--- config.mk ---
export PLATFORM = sky130hd
export DESIGN_NAME = gated_timer
export DESIGN_NICKNAME = d
export VERILOG_FILES = /design/src/logic/timer_pkg.sv /design/src/logic/gated_timer.sv
export SDC_FILE = /design/constraint.sdc
export NUM_CORES = 1
export LEC_CHECK = 0
export BUFFER_PORTS_ARGS = -buffer_cell sky130_fd_sc_hd__buf_4
export CORE_UTILIZATION = 40
export DETAILED_ROUTE_END_ITERATION = 7
export PLACE_DENSITY = 0.67
export SLEW_MARGIN = 15
export SYNTH_ARGS = -nofsm -noshare
export SYNTH_HDL_FRONTEND = slang
export SYNTH_SLANG_ARGS = --single-unit
--- constraint.sdc ---
create_clock -name aclk -period 3.6 [get_ports aclk]
set_clock_uncertainty 0.1 [all_clocks]
set_input_delay 0.18 -clock aclk [delete_from_list [all_inputs] [get_ports aclk]]
set_output_delay 0.18 -clock aclk [all_outputs]
set_load 0.02 [all_outputs]
--- src/logic/timer_pkg.sv ---
package timer_pkg;

    // printed offsets are register indices; byte address is four times the index
    localparam logic [7:0] IDX_FLAG = 8'h0C;
    localparam logic [7:0] IDX_CNT_LOW = 8'h0E;
    localparam logic [7:0] IDX_CNT_HIGH = 8'h0F;
    localparam logic [7:0] IDX_CTRL = 8'h10;
    localparam logic [7:0] IDX_CFG = 8'h11;

    // timer_control fields
    localparam int unsigned CTRL_RUN = 0;
    localparam int unsigned CTRL_CLK_SRC = 1;
    localparam int unsigned CTRL_SYNC_DIS = 2;
    localparam int unsigned CTRL_OSC_EN = 3;
    localparam int unsigned CTRL_PRE_LSB = 4;
    localparam int unsigned CTRL_GATE_EN = 6;
    localparam int unsigned CTRL_GATE_INV = 7;
    localparam logic [7:0] CTRL_RESET = 8'h00;

    // flag register and configuration register fields
    localparam int unsigned FLAG_OVF = 0;
    localparam logic [7:0] FLAG_RESET = 8'h00;
    localparam int unsigned CFG_OSC_LSB = 0;
    localparam int unsigned CFG_GATE_SRC = 2;
    localparam logic [7:0] CFG_RESET = 8'h00;

    localparam logic [15:0] COUNT_RESET = 16'h0000;
    localparam logic [15:0] COUNT_MAX = 16'hFFFF;
    localparam logic [3:0] COMPARE_TRIGGER_MODE = 4'hB;

    // system clock periods per instruction cycle
    localparam int unsigned INSTR_CLOCKS = 4;

    localparam logic [1:0] RESP_OKAY = 2'h0;
    localparam logic [1:0] RESP_SLVERR = 2'h2;

    typedef enum logic [1:0] {
        OSC_INTRC_NO_CLOCK_OUTPUT_PIN = 2'h0,
        OSC_LOW_POWER = 2'h1,
        OSC_OTHER = 2'h2,
        OSC_OTHER_ALT = 2'h3
    } osc_mode_t;

    typedef enum logic [1:0] {
        WR_COLLECT = 2'h1,
        WR_RESP = 2'h2
    } wr_state_t;

    typedef enum logic [1:0] {
        RD_IDLE = 2'h1,
        RD_DATA = 2'h2
    } rd_state_t;

endpackage

--- src/logic/gated_timer.sv ---
// The register addresses and the AXI4-Lite slave port were chosen for this implementation.
`timescale 1ns/1ps

module gated_timer
    import timer_pkg::*;
#(
    parameter int unsigned ADDR_W = 12
) (
    input wire logic aclk,
    input wire logic aresetn,
    input wire logic warm_reset_n,
    input wire logic [ADDR_W-1:0] awaddr,
    input wire logic awvalid,
    output logic awready,
    input wire logic [31:0] wdata,
    input wire logic [3:0] wstrb,
    input wire logic wvalid,
    output logic wready,
    output logic [1:0] bresp,
    output logic bvalid,
    input wire logic bready,
    input wire logic [ADDR_W-1:0] araddr,
    input wire logic arvalid,
    output logic arready,
    output logic [31:0] rdata,
    output logic [1:0] rresp,
    output logic rvalid,
    input wire logic rready,
    input wire logic external_count_input,
    input wire logic lp_osc_input,
    input wire logic gate_input_pin,
    input wire logic comparator_gate,
    input wire logic sleep_mode,
    input wire logic compare_event_one,
    input wire logic [3:0] compare_mode_one,
    input wire logic compare_event_two,
    input wire logic [3:0] compare_mode_two,
    output logic overflow_flag,
    output logic wake_request,
    output logic lp_osc_run
);

    function automatic logic [2:0] prescale_limit(input logic [1:0] sel);
        prescale_limit = 3'((4'h1 << sel) - 4'h1);
    endfunction

    function automatic logic is_trigger(input logic ev, input logic [3:0] mode);
        is_trigger = ev && (mode == COMPARE_TRIGGER_MODE);
    endfunction

    function automatic logic [ADDR_W-1:0] reg_addr(input logic [7:0] idx);
        reg_addr = ADDR_W'({idx, 2'h0});
    endfunction

    logic [7:0] ctrl_q, cfg_q, flag_q;
    logic [15:0] count_q;
    logic [2:0] pre_q;
    logic [1:0] instr_q;
    logic [2:0] ext_sync_q, gate_sync_q;
    logic ext_lvl_q, ext_prev_q, gate_lvl_q, armed_q, pending_q;

    wr_state_t wr_state_q;
    rd_state_t rd_state_q;
    logic aw_got_q, w_got_q;
    logic [ADDR_W-1:0] awaddr_q;
    logic [31:0] wdata_q;
    logic [3:0] wstrb_q;

    // control decode
    logic run, clk_src, sync_dis, osc_en, gate_en, gate_inv;
    logic [1:0] pre_sel;
    osc_mode_t osc_mode;
    assign run = ctrl_q[CTRL_RUN];
    assign clk_src = ctrl_q[CTRL_CLK_SRC];
    assign sync_dis = ctrl_q[CTRL_SYNC_DIS];
    assign osc_en = ctrl_q[CTRL_OSC_EN];
    assign pre_sel = ctrl_q[CTRL_PRE_LSB +: 2];
    assign gate_en = ctrl_q[CTRL_GATE_EN];
    assign gate_inv = ctrl_q[CTRL_GATE_INV];
    assign osc_mode = osc_mode_t'(cfg_q[CFG_OSC_LSB +: 2]);

    logic osc_allowed, use_lp, async_mode;
    assign osc_allowed = (osc_mode == OSC_INTRC_NO_CLOCK_OUTPUT_PIN) || (osc_mode == OSC_LOW_POWER);
    assign use_lp = osc_allowed && osc_en && clk_src;
    // sleep is not looked at: enabled crystal keeps running through it
    assign lp_osc_run = (osc_mode == OSC_LOW_POWER) || (osc_allowed && osc_en);
    assign async_mode = clk_src && sync_dis;

    // bus write execution happens once both halves are held
    logic do_write;
    assign do_write = (wr_state_q == WR_COLLECT) && aw_got_q && w_got_q;

    logic wr_low, wr_high, wr_ctrl, wr_cfg, wr_flag, cnt_write;
    assign wr_low = do_write && (awaddr_q == reg_addr(IDX_CNT_LOW)) && wstrb_q[0];
    assign wr_high = do_write && (awaddr_q == reg_addr(IDX_CNT_HIGH)) && wstrb_q[0];
    assign wr_ctrl = do_write && (awaddr_q == reg_addr(IDX_CTRL)) && wstrb_q[0];
    assign wr_cfg = do_write && (awaddr_q == reg_addr(IDX_CFG)) && wstrb_q[0];
    assign wr_flag = do_write && (awaddr_q == reg_addr(IDX_FLAG)) && wstrb_q[0];
    assign cnt_write = wr_low || wr_high;

    // pins: three stages, level moves once stages two and three agree
    always_ff @(posedge aclk) begin
        if (!aresetn) begin
            ext_sync_q <= 3'h0;
            gate_sync_q <= 3'h0;
            ext_lvl_q <= 1'b0;
            ext_prev_q <= 1'b0;
            gate_lvl_q <= 1'b0;
        end else begin
            ext_sync_q <= {ext_sync_q[1:0], use_lp ? lp_osc_input : external_count_input};
            gate_sync_q <= {gate_sync_q[1:0], gate_input_pin};
            if (ext_sync_q[1] == ext_sync_q[2]) begin
                ext_lvl_q <= ext_sync_q[2];
            end
            if (gate_sync_q[1] == gate_sync_q[2]) begin
                gate_lvl_q <= gate_sync_q[2];
            end
            ext_prev_q <= ext_lvl_q;
        end
    end

    // instruction cycle tick
    logic instr_tick;
    assign instr_tick = (instr_q == 2'(INSTR_CLOCKS - 1));
    always_ff @(posedge aclk) begin
        if (!aresetn) begin
            instr_q <= 2'h0;
        end else begin
            instr_q <= instr_tick ? 2'h0 : instr_q + 2'h1;
        end
    end

    // falling edge must be seen before a rising edge counts
    logic ext_rise;
    assign ext_rise = ext_lvl_q && !ext_prev_q && armed_q;
    always_ff @(posedge aclk) begin
        if (!aresetn) begin
            armed_q <= 1'b0;
        end else if (!run || !clk_src) begin
            armed_q <= 1'b0;
        end else if (ext_prev_q && !ext_lvl_q) begin
            // a low level at enable is not enough; the edge itself must be seen
            armed_q <= 1'b1;
        end
    end

    // synchronized mode holds an edge until the next instruction tick
    always_ff @(posedge aclk) begin
        if (!aresetn) begin
            pending_q <= 1'b0;
        end else if (instr_tick || !run) begin
            pending_q <= 1'b0;
        end else if (ext_rise) begin
            pending_q <= 1'b1;
        end
    end

    logic src_tick, gate_src, gate_active, count_en, inc_en, trig_hit, trig_reset;
    always_comb begin
        if (!clk_src) begin
            src_tick = instr_tick;
        end else if (sync_dis) begin
            src_tick = ext_rise;
        end else begin
            src_tick = instr_tick && (pending_q || ext_rise);
        end
    end

    assign gate_src = cfg_q[CFG_GATE_SRC] ? comparator_gate : gate_lvl_q;
    assign gate_active = gate_src ^ gate_inv;
    // only the unsynchronized counter survives sleep
    assign count_en = run && (!gate_en || gate_active) && (!sleep_mode || async_mode);
    assign inc_en = src_tick && count_en && (pre_q == prescale_limit(pre_sel));

    assign trig_hit = is_trigger(compare_event_one, compare_mode_one)
        || is_trigger(compare_event_two, compare_mode_two);
    // single-clock model: the unsynchronized path simply ignores the trigger
    assign trig_reset = trig_hit && !async_mode && !cnt_write;

    always_ff @(posedge aclk) begin
        if (!aresetn) begin
            pre_q <= 3'h0;
        end else if (cnt_write) begin
            pre_q <= 3'h0;
        end else if (src_tick && count_en) begin
            pre_q <= (pre_q == prescale_limit(pre_sel)) ? 3'h0 : pre_q + 3'h1;
        end
    end

    // count: write beats trigger, trigger beats increment
    always_ff @(posedge aclk) begin
        if (!aresetn) begin
            count_q <= COUNT_RESET;
        end else if (cnt_write) begin
            if (wr_low) begin
                count_q[7:0] <= wdata_q[7:0];
            end
            if (wr_high) begin
                count_q[15:8] <= wdata_q[7:0];
            end
        end else if (trig_reset) begin
            count_q <= COUNT_RESET;
        end else if (inc_en) begin
            count_q <= count_q + 16'h0001;
        end
    end

    logic ovf_event;
    assign ovf_event = inc_en && !cnt_write && !trig_reset && (count_q == COUNT_MAX);

    // flag register: hardware set wins over software clear
    always_ff @(posedge aclk) begin
        if (!aresetn || !warm_reset_n) begin
            flag_q <= FLAG_RESET;
        end else begin
            if (wr_flag) begin
                flag_q[FLAG_OVF] <= wdata_q[FLAG_OVF];
            end
            if (ovf_event) begin
                flag_q[FLAG_OVF] <= 1'b1;
            end
        end
    end
    assign overflow_flag = flag_q[FLAG_OVF];
    assign wake_request = flag_q[FLAG_OVF] && sleep_mode;

    // control survives warm reset, cleared only by power-on reset
    always_ff @(posedge aclk) begin
        if (!aresetn) begin
            ctrl_q <= CTRL_RESET;
            cfg_q <= CFG_RESET;
        end else begin
            if (wr_ctrl) begin
                ctrl_q <= wdata_q[7:0];
            end
            if (wr_cfg) begin
                cfg_q <= {5'h00, wdata_q[2:0]};
            end
        end
    end

    // write channel
    logic wr_mapped;
    assign wr_mapped = (awaddr_q == reg_addr(IDX_FLAG)) || (awaddr_q == reg_addr(IDX_CNT_LOW))
        || (awaddr_q == reg_addr(IDX_CNT_HIGH)) || (awaddr_q == reg_addr(IDX_CTRL))
        || (awaddr_q == reg_addr(IDX_CFG));
    assign awready = (wr_state_q == WR_COLLECT) && !aw_got_q;
    assign wready = (wr_state_q == WR_COLLECT) && !w_got_q;
    assign bvalid = (wr_state_q == WR_RESP);

    always_ff @(posedge aclk) begin
        if (!aresetn || !warm_reset_n) begin
            wr_state_q <= WR_COLLECT;
            aw_got_q <= 1'b0;
            w_got_q <= 1'b0;
            awaddr_q <= '0;
            wdata_q <= 32'h0000_0000;
            wstrb_q <= 4'h0;
            bresp <= RESP_OKAY;
        end else begin
            case (wr_state_q)
                WR_COLLECT: begin
                    if (awvalid && awready) begin
                        aw_got_q <= 1'b1;
                        awaddr_q <= awaddr;
                    end
                    if (wvalid && wready) begin
                        w_got_q <= 1'b1;
                        wdata_q <= wdata;
                        wstrb_q <= wstrb;
                    end
                    if (do_write) begin
                        wr_state_q <= WR_RESP;
                        bresp <= wr_mapped ? RESP_OKAY : RESP_SLVERR;
                    end
                end
                WR_RESP: begin
                    if (bready) begin
                        wr_state_q <= WR_COLLECT;
                        aw_got_q <= 1'b0;
                        w_got_q <= 1'b0;
                    end
                end
                default: begin
                    wr_state_q <= WR_COLLECT;
                end
            endcase
        end
    end

    // read channel; count bytes come straight from flops, never mid-update
    assign arready = (rd_state_q == RD_IDLE);
    assign rvalid = (rd_state_q == RD_DATA);

    always_ff @(posedge aclk) begin
        if (!aresetn || !warm_reset_n) begin
            rd_state_q <= RD_IDLE;
            rdata <= 32'h0000_0000;
            rresp <= RESP_OKAY;
        end else begin
            case (rd_state_q)
                RD_IDLE: begin
                    if (arvalid) begin
                        rd_state_q <= RD_DATA;
                        rresp <= RESP_OKAY;
                        if (araddr == reg_addr(IDX_CNT_LOW)) begin
                            rdata <= {24'h000000, count_q[7:0]};
                        end else if (araddr == reg_addr(IDX_CNT_HIGH)) begin
                            rdata <= {24'h000000, count_q[15:8]};
                        end else if (araddr == reg_addr(IDX_CTRL)) begin
                            rdata <= {24'h000000, ctrl_q};
                        end else if (araddr == reg_addr(IDX_CFG)) begin
                            rdata <= {24'h000000, cfg_q};
                        end else if (araddr == reg_addr(IDX_FLAG)) begin
                            rdata <= {24'h000000, flag_q};
                        end else begin
                            rdata <= 32'h0000_0000;
                            rresp <= RESP_SLVERR;
                        end
                    end
                end
                RD_DATA: begin
                    if (rready) begin
                        rd_state_q <= RD_IDLE;
                    end
                end
                default: begin
                    rd_state_q <= RD_IDLE;
                end
            endcase
        end
    end
endmodule // gated_timer

Word level (Yosys, flattened, before mapping)
Index checks and enable logic that the tools add are counted.

Add/subtract/negate cells: 4. Eq/ne operators: 30. Shift-type cells: 1. Mux-type cells: 34. Bitwise gates (word level): 2. Reduce and logical (&&, ||, !) cells: 80.

Operators with widths (number): equality test 12 x 6 -> 1 bit (second input constant) (6); equality test 12 x 7 -> 1 bit (second input constant) (4); 2-to-1 mux 16 bit (3); 2-to-1 mux 8 bit (5); logical AND 1 bit (35); 2-to-1 mux 2 bit (10); adder 16 x 1 -> 16 bit (second input constant) (1); equality test 16 bit (second input constant) (1); AND reduction 2 bit (8); logical OR 1 bit (14); zero test 1 bit (13); 2-to-1 mux 1 bit (10); equality test 4 bit (second input constant) (2); != test 2 x 1 -> 1 bit (second input constant) (4); != test 2 bit (second input constant) (4); case mux 2 bit (2 select lines) (2); OR reduction 2 bit (4); equality test 2 x 1 -> 1 bit (second input constant) (3); equality test 2 bit (second input constant) (3); 2-to-1 mux 3 bit (2); AND reduction 3 bit (2); case mux 1 bit (2 select lines) (2); nonzero test 2 bit (2); adder 3 x 1 -> 3 bit (second input constant) (1); 9 further kinds (10).

Register bits after elaboration: 107. Bits of input ports: 83.

Depth between registers and ports, before layout
Depth in word-level cells: 13. Gate-level depth with buffers: 9.

Worst setup path before layout
OpenSTA, ideal clock, no wires.

Kind: register to register. Start: register awaddr_q[8]. End: register count_q[3]. Setup time: 0.117 ns. Arrival time: 2.292 ns. Slack: 1.090 ns. Stages on the path, launching flop included: 9. Buffers on the path: 2. Path through: dfxtp_1 or4_4 or3_1 clkbuf_2 or3_1 buf_6 o211a_4 a211o_1 a32o_1.

Longest elaborated chain between the ends: 8. Elaborated cells between the ends (all ways): 14. Those cells by class: eq/ne (3); mux (2); reduce/logical (9).

Ends and longest elaborated chain: from (decl) (RTL line gated_timer.sv:65) `logic [ADDR_W-1:0] awaddr_q;`; from (signal assigned) (RTL line gated_timer.sv:265) `awaddr_q <= awaddr;`; equality test 12 x 6 -> 1 bit (on tied branches) (RTL line gated_timer.sv:94, gated_timer.sv:95); logical AND 1 bit (on tied branches) (2 in a row) (RTL line gated_timer.sv:94, gated_timer.sv:95); logical OR 1 bit (RTL line gated_timer.sv:99) `assign cnt_write = wr_low || wr_high;`; zero test 1 bit (RTL line gated_timer.sv:178) `assign trig_reset = trig_hit && !async_mode && !cnt_write;`; logical AND 1 bit (RTL line gated_timer.sv:178); nonzero test 3 bit (no source line) / 2-to-1 mux 16 bit (equally long branches); AND reduction 2 bit (no source line) / 2-to-1 mux 16 bit (equally long branches); to (signal assigned) (RTL line gated_timer.sv:196) `count_q[7:0] <= wdata_q[7:0];`; to (signal assigned) (RTL line gated_timer.sv:204) `count_q <= count_q + 16'h0001;`; to (decl) (RTL line gated_timer.sv:56) `logic [15:0] count_q;`.

Parallel ways exist; a longest one is shown, timed or not. A chain may end at the register's enable or synchronous reset.

Worst setup path in the final report
Ends and elaborated chain as after synthesis.

==> reports/results.ini <==
[outcome]
status = complete, no violations

[run]
cap_violations = 0

[sta]
timing.final.crit_share_pct = 77.5
hold_viol = 0
fin_setup_tns_ps = 0
hold_ws_ps = 25.0
fmax_ghz = 0.358
period_needed_ps = 2790
report.final.setup_viol = 0
rsz0062_at_grt = no
finalMaxSlewViolations = 0
tightestPinTransition_ps = 1050
relSlewSlack_pct = 30.1
setup_slack_ps = 810

[critical_path]
worstPathRequired_ps = 3770
rrSetupSlack_ps = 810
worst-setup-path-type = register to register
cp_max_fo = 14
critPathCaptureType = register
cp.arrival_ps = 2960
start_kind = register

[power_and_ir_drop]
p_int_mw = 1.32
pwr-share-comb_pct = 12.0
clock_power_share_pct = 35.7
p_leak_nw = 1.97
swShare_pct = 26.2
irDropWorstVdd_mv = 0.208
p_sw_uw = 471
total_power_mw = 1.79
power_per_cell_area_nw_per_um2 = 355
power_frac_seq_pct = 52.3

[floorplan]
die-width_um = 103
initial_core_util_pct = 41.4
num_rows = 36
core-area_um2 = 9820
dieArea_um2 = 10600
fp.dieH_um = 103
io_pins = 127

[global_routing]
overflow = 0
grt_usage_pct = 21.9
grt_antenna_before_repair = 0
grt_pass1_vias = 3614
grt_start_max_net_pins = 33
grt_pass1_wl_mm = 17.5

[drt]
num_vias = 3930
drtAntennaViolNets = 0
drt_wl_total_mm = 11.1
drt_iter0_drc = 237
drt-vias-per-instance = 5.37
wire_per_inst_um = 15.1
drc_errors = 0
dr.pass1.iters = 5

[final_layout]
nFillCells = 959
nets = 680
antenna_cells = 0
layout_common_cells = nand2_1, dfxtp_1, buf_4
final_core_util_pct = 51.4
drive_above_1_share_pct = 17.0
final_area_um2 = 5050
final_common_cell = nand2_1
syn_to_final_growth_pct = 24.1
final_cells = 732

[min_path]
hold_class = primary input to register

[clock_tree]
htreeDepth = 3
clkTransAtPathRegs_ps = 90
cts_sinks = 81
ctsHoldBuffers = 24
cts_max_path_buffers = 2
cts_root_buf = clkbuf_8
cts_resized = 0
insertion_delay_ps = 360
cts-buffers-inserted = 9
post-cts-setup-buffers = 0
cts_tree = built

[place]
pre_cts_ws_ps = 808
port_buffers = 73
place_congestion = 0.869
place_area_um2 = 4620
dp_cells = 692
dp_hpwl_mm = 7.84

[synthesis]
synth_edf_count = 0
ys.flop_type = dfxtp_1
ys_types = 66
synth_area_um2 = 4070
yosysSeqAreaShare_pct = 39.9
ys_warn_count = 0
async_reset_ff_share_pct = 0
syn_avg_cell_area_um2 = 8.07
yosys-top-cells-area = dfxtp_1, nand2_1, a21oi_1
syn_inst = 504
synth-seq-cells = 81
synth_top_area_cell = dfxtp_1
synth_top_area_share_pct = 39.9

cell families (layout without fill, tap and decap cells):
group,Yosys count,count (layout),synth area share (%)
simple gates,211,211,25.1
fa+ha+maj,3,3,0.923
buf+inv,57,127,8.00
xor+xnor,11,11,2.37
compound gates,126,126,20.2
other cells,1,26,0.0922
mux,14,14,3.48
flops,81,81,39.9
power groups by stage:
stage | Clock (mW) | Sequential, mW | Combinational (mW)
global placement | 0 | 0.958 | 0.188
CTS | 0.651 | 0.938 | 0.213
detailed placement | 0 | 0.959 | 0.192
finish | 0.641 | 0.938 | 0.215
floorplan | 0 | 0.957 | 0.133
global route | 0.688 | 0.942 | 0.238
final cells by class:
cell class	instances	area [um^2]	area share, %
clock buffers	12	165	3.27
clock inverters	4	26.3	0.520
inverters	10	37.5	0.743
multi-input cells	391	2210	43.9
flip-flops and latches	81	1620	32.1
well taps	133	166	3.30
repair buffers	101	818	16.2
cells in the mapped netlist, types with 3 or more instances:
library cell	instances
a221oi_1	3
nor4_1	8
and3_1	3
ha_1	3
xor2_1	4
o21ai_0	24
a211oi_1	4
a31oi_1	6
dfxtp_1	81
or2_2	3
nand2b_1	3
nor3_1	11
nand4b_1	3
xnor2_1	7
clkbuf_1	15
nor2_1	38
a22oi_1	9
buf_2	4
o221a_1	3
a21boi_0	3
nor2b_1	7
nand4_1	4
nand3b_1	5
nand3_1	11
mux2i_1	13
or3_1	4
a21oi_1	45
and2_1	15
buf_4	26
nand2_1	86
inv_1	9
routing by layer:
layer  vias to the layer above  GRT usage, %  routed length, um
li1                       1923             -                  -
met1                      1859          26.9               4820
met2                       123          36.5               5390
met3                        25          3.93                509
met4                         0          11.6                335
met5                         -             0                  0
registers in the layout, indices dropped and copies added, names as in the netlist, 3 cells and up:
register	cells
wdata_q	8
ctrl_q	8
ext_sync_q	3
rdata	8
gate_sync_q	3
count_q	16
cfg_q	3
awaddr_q	12
pre_q	3
critical path: stages (launching register included):
cell	delay [ps]
dfxtp_1	320
or4_4	520
or3_1	460
or3_1	600
o211a_4	280
a211o_1	220
a32o_1	190
final timing paths:
path	end	startpoint	depth (start not counted)
worst max register to register	count_q[3]$_SDFFE_PN0P_	awaddr_q[8]$_SDFFE_PP0P_	6
worst min-delay path	w_got_q$_SDFFE_PP0P_	bready	4
worst min register to register	instr_q[0]$_SDFF_PP0_	instr_q[0]$_SDFF_PP0_	1
worst max-delay path	count_q[3]$_SDFFE_PN0P_	awaddr_q[8]$_SDFFE_PP0P_	6
Power figures use the tool's default switching activity.
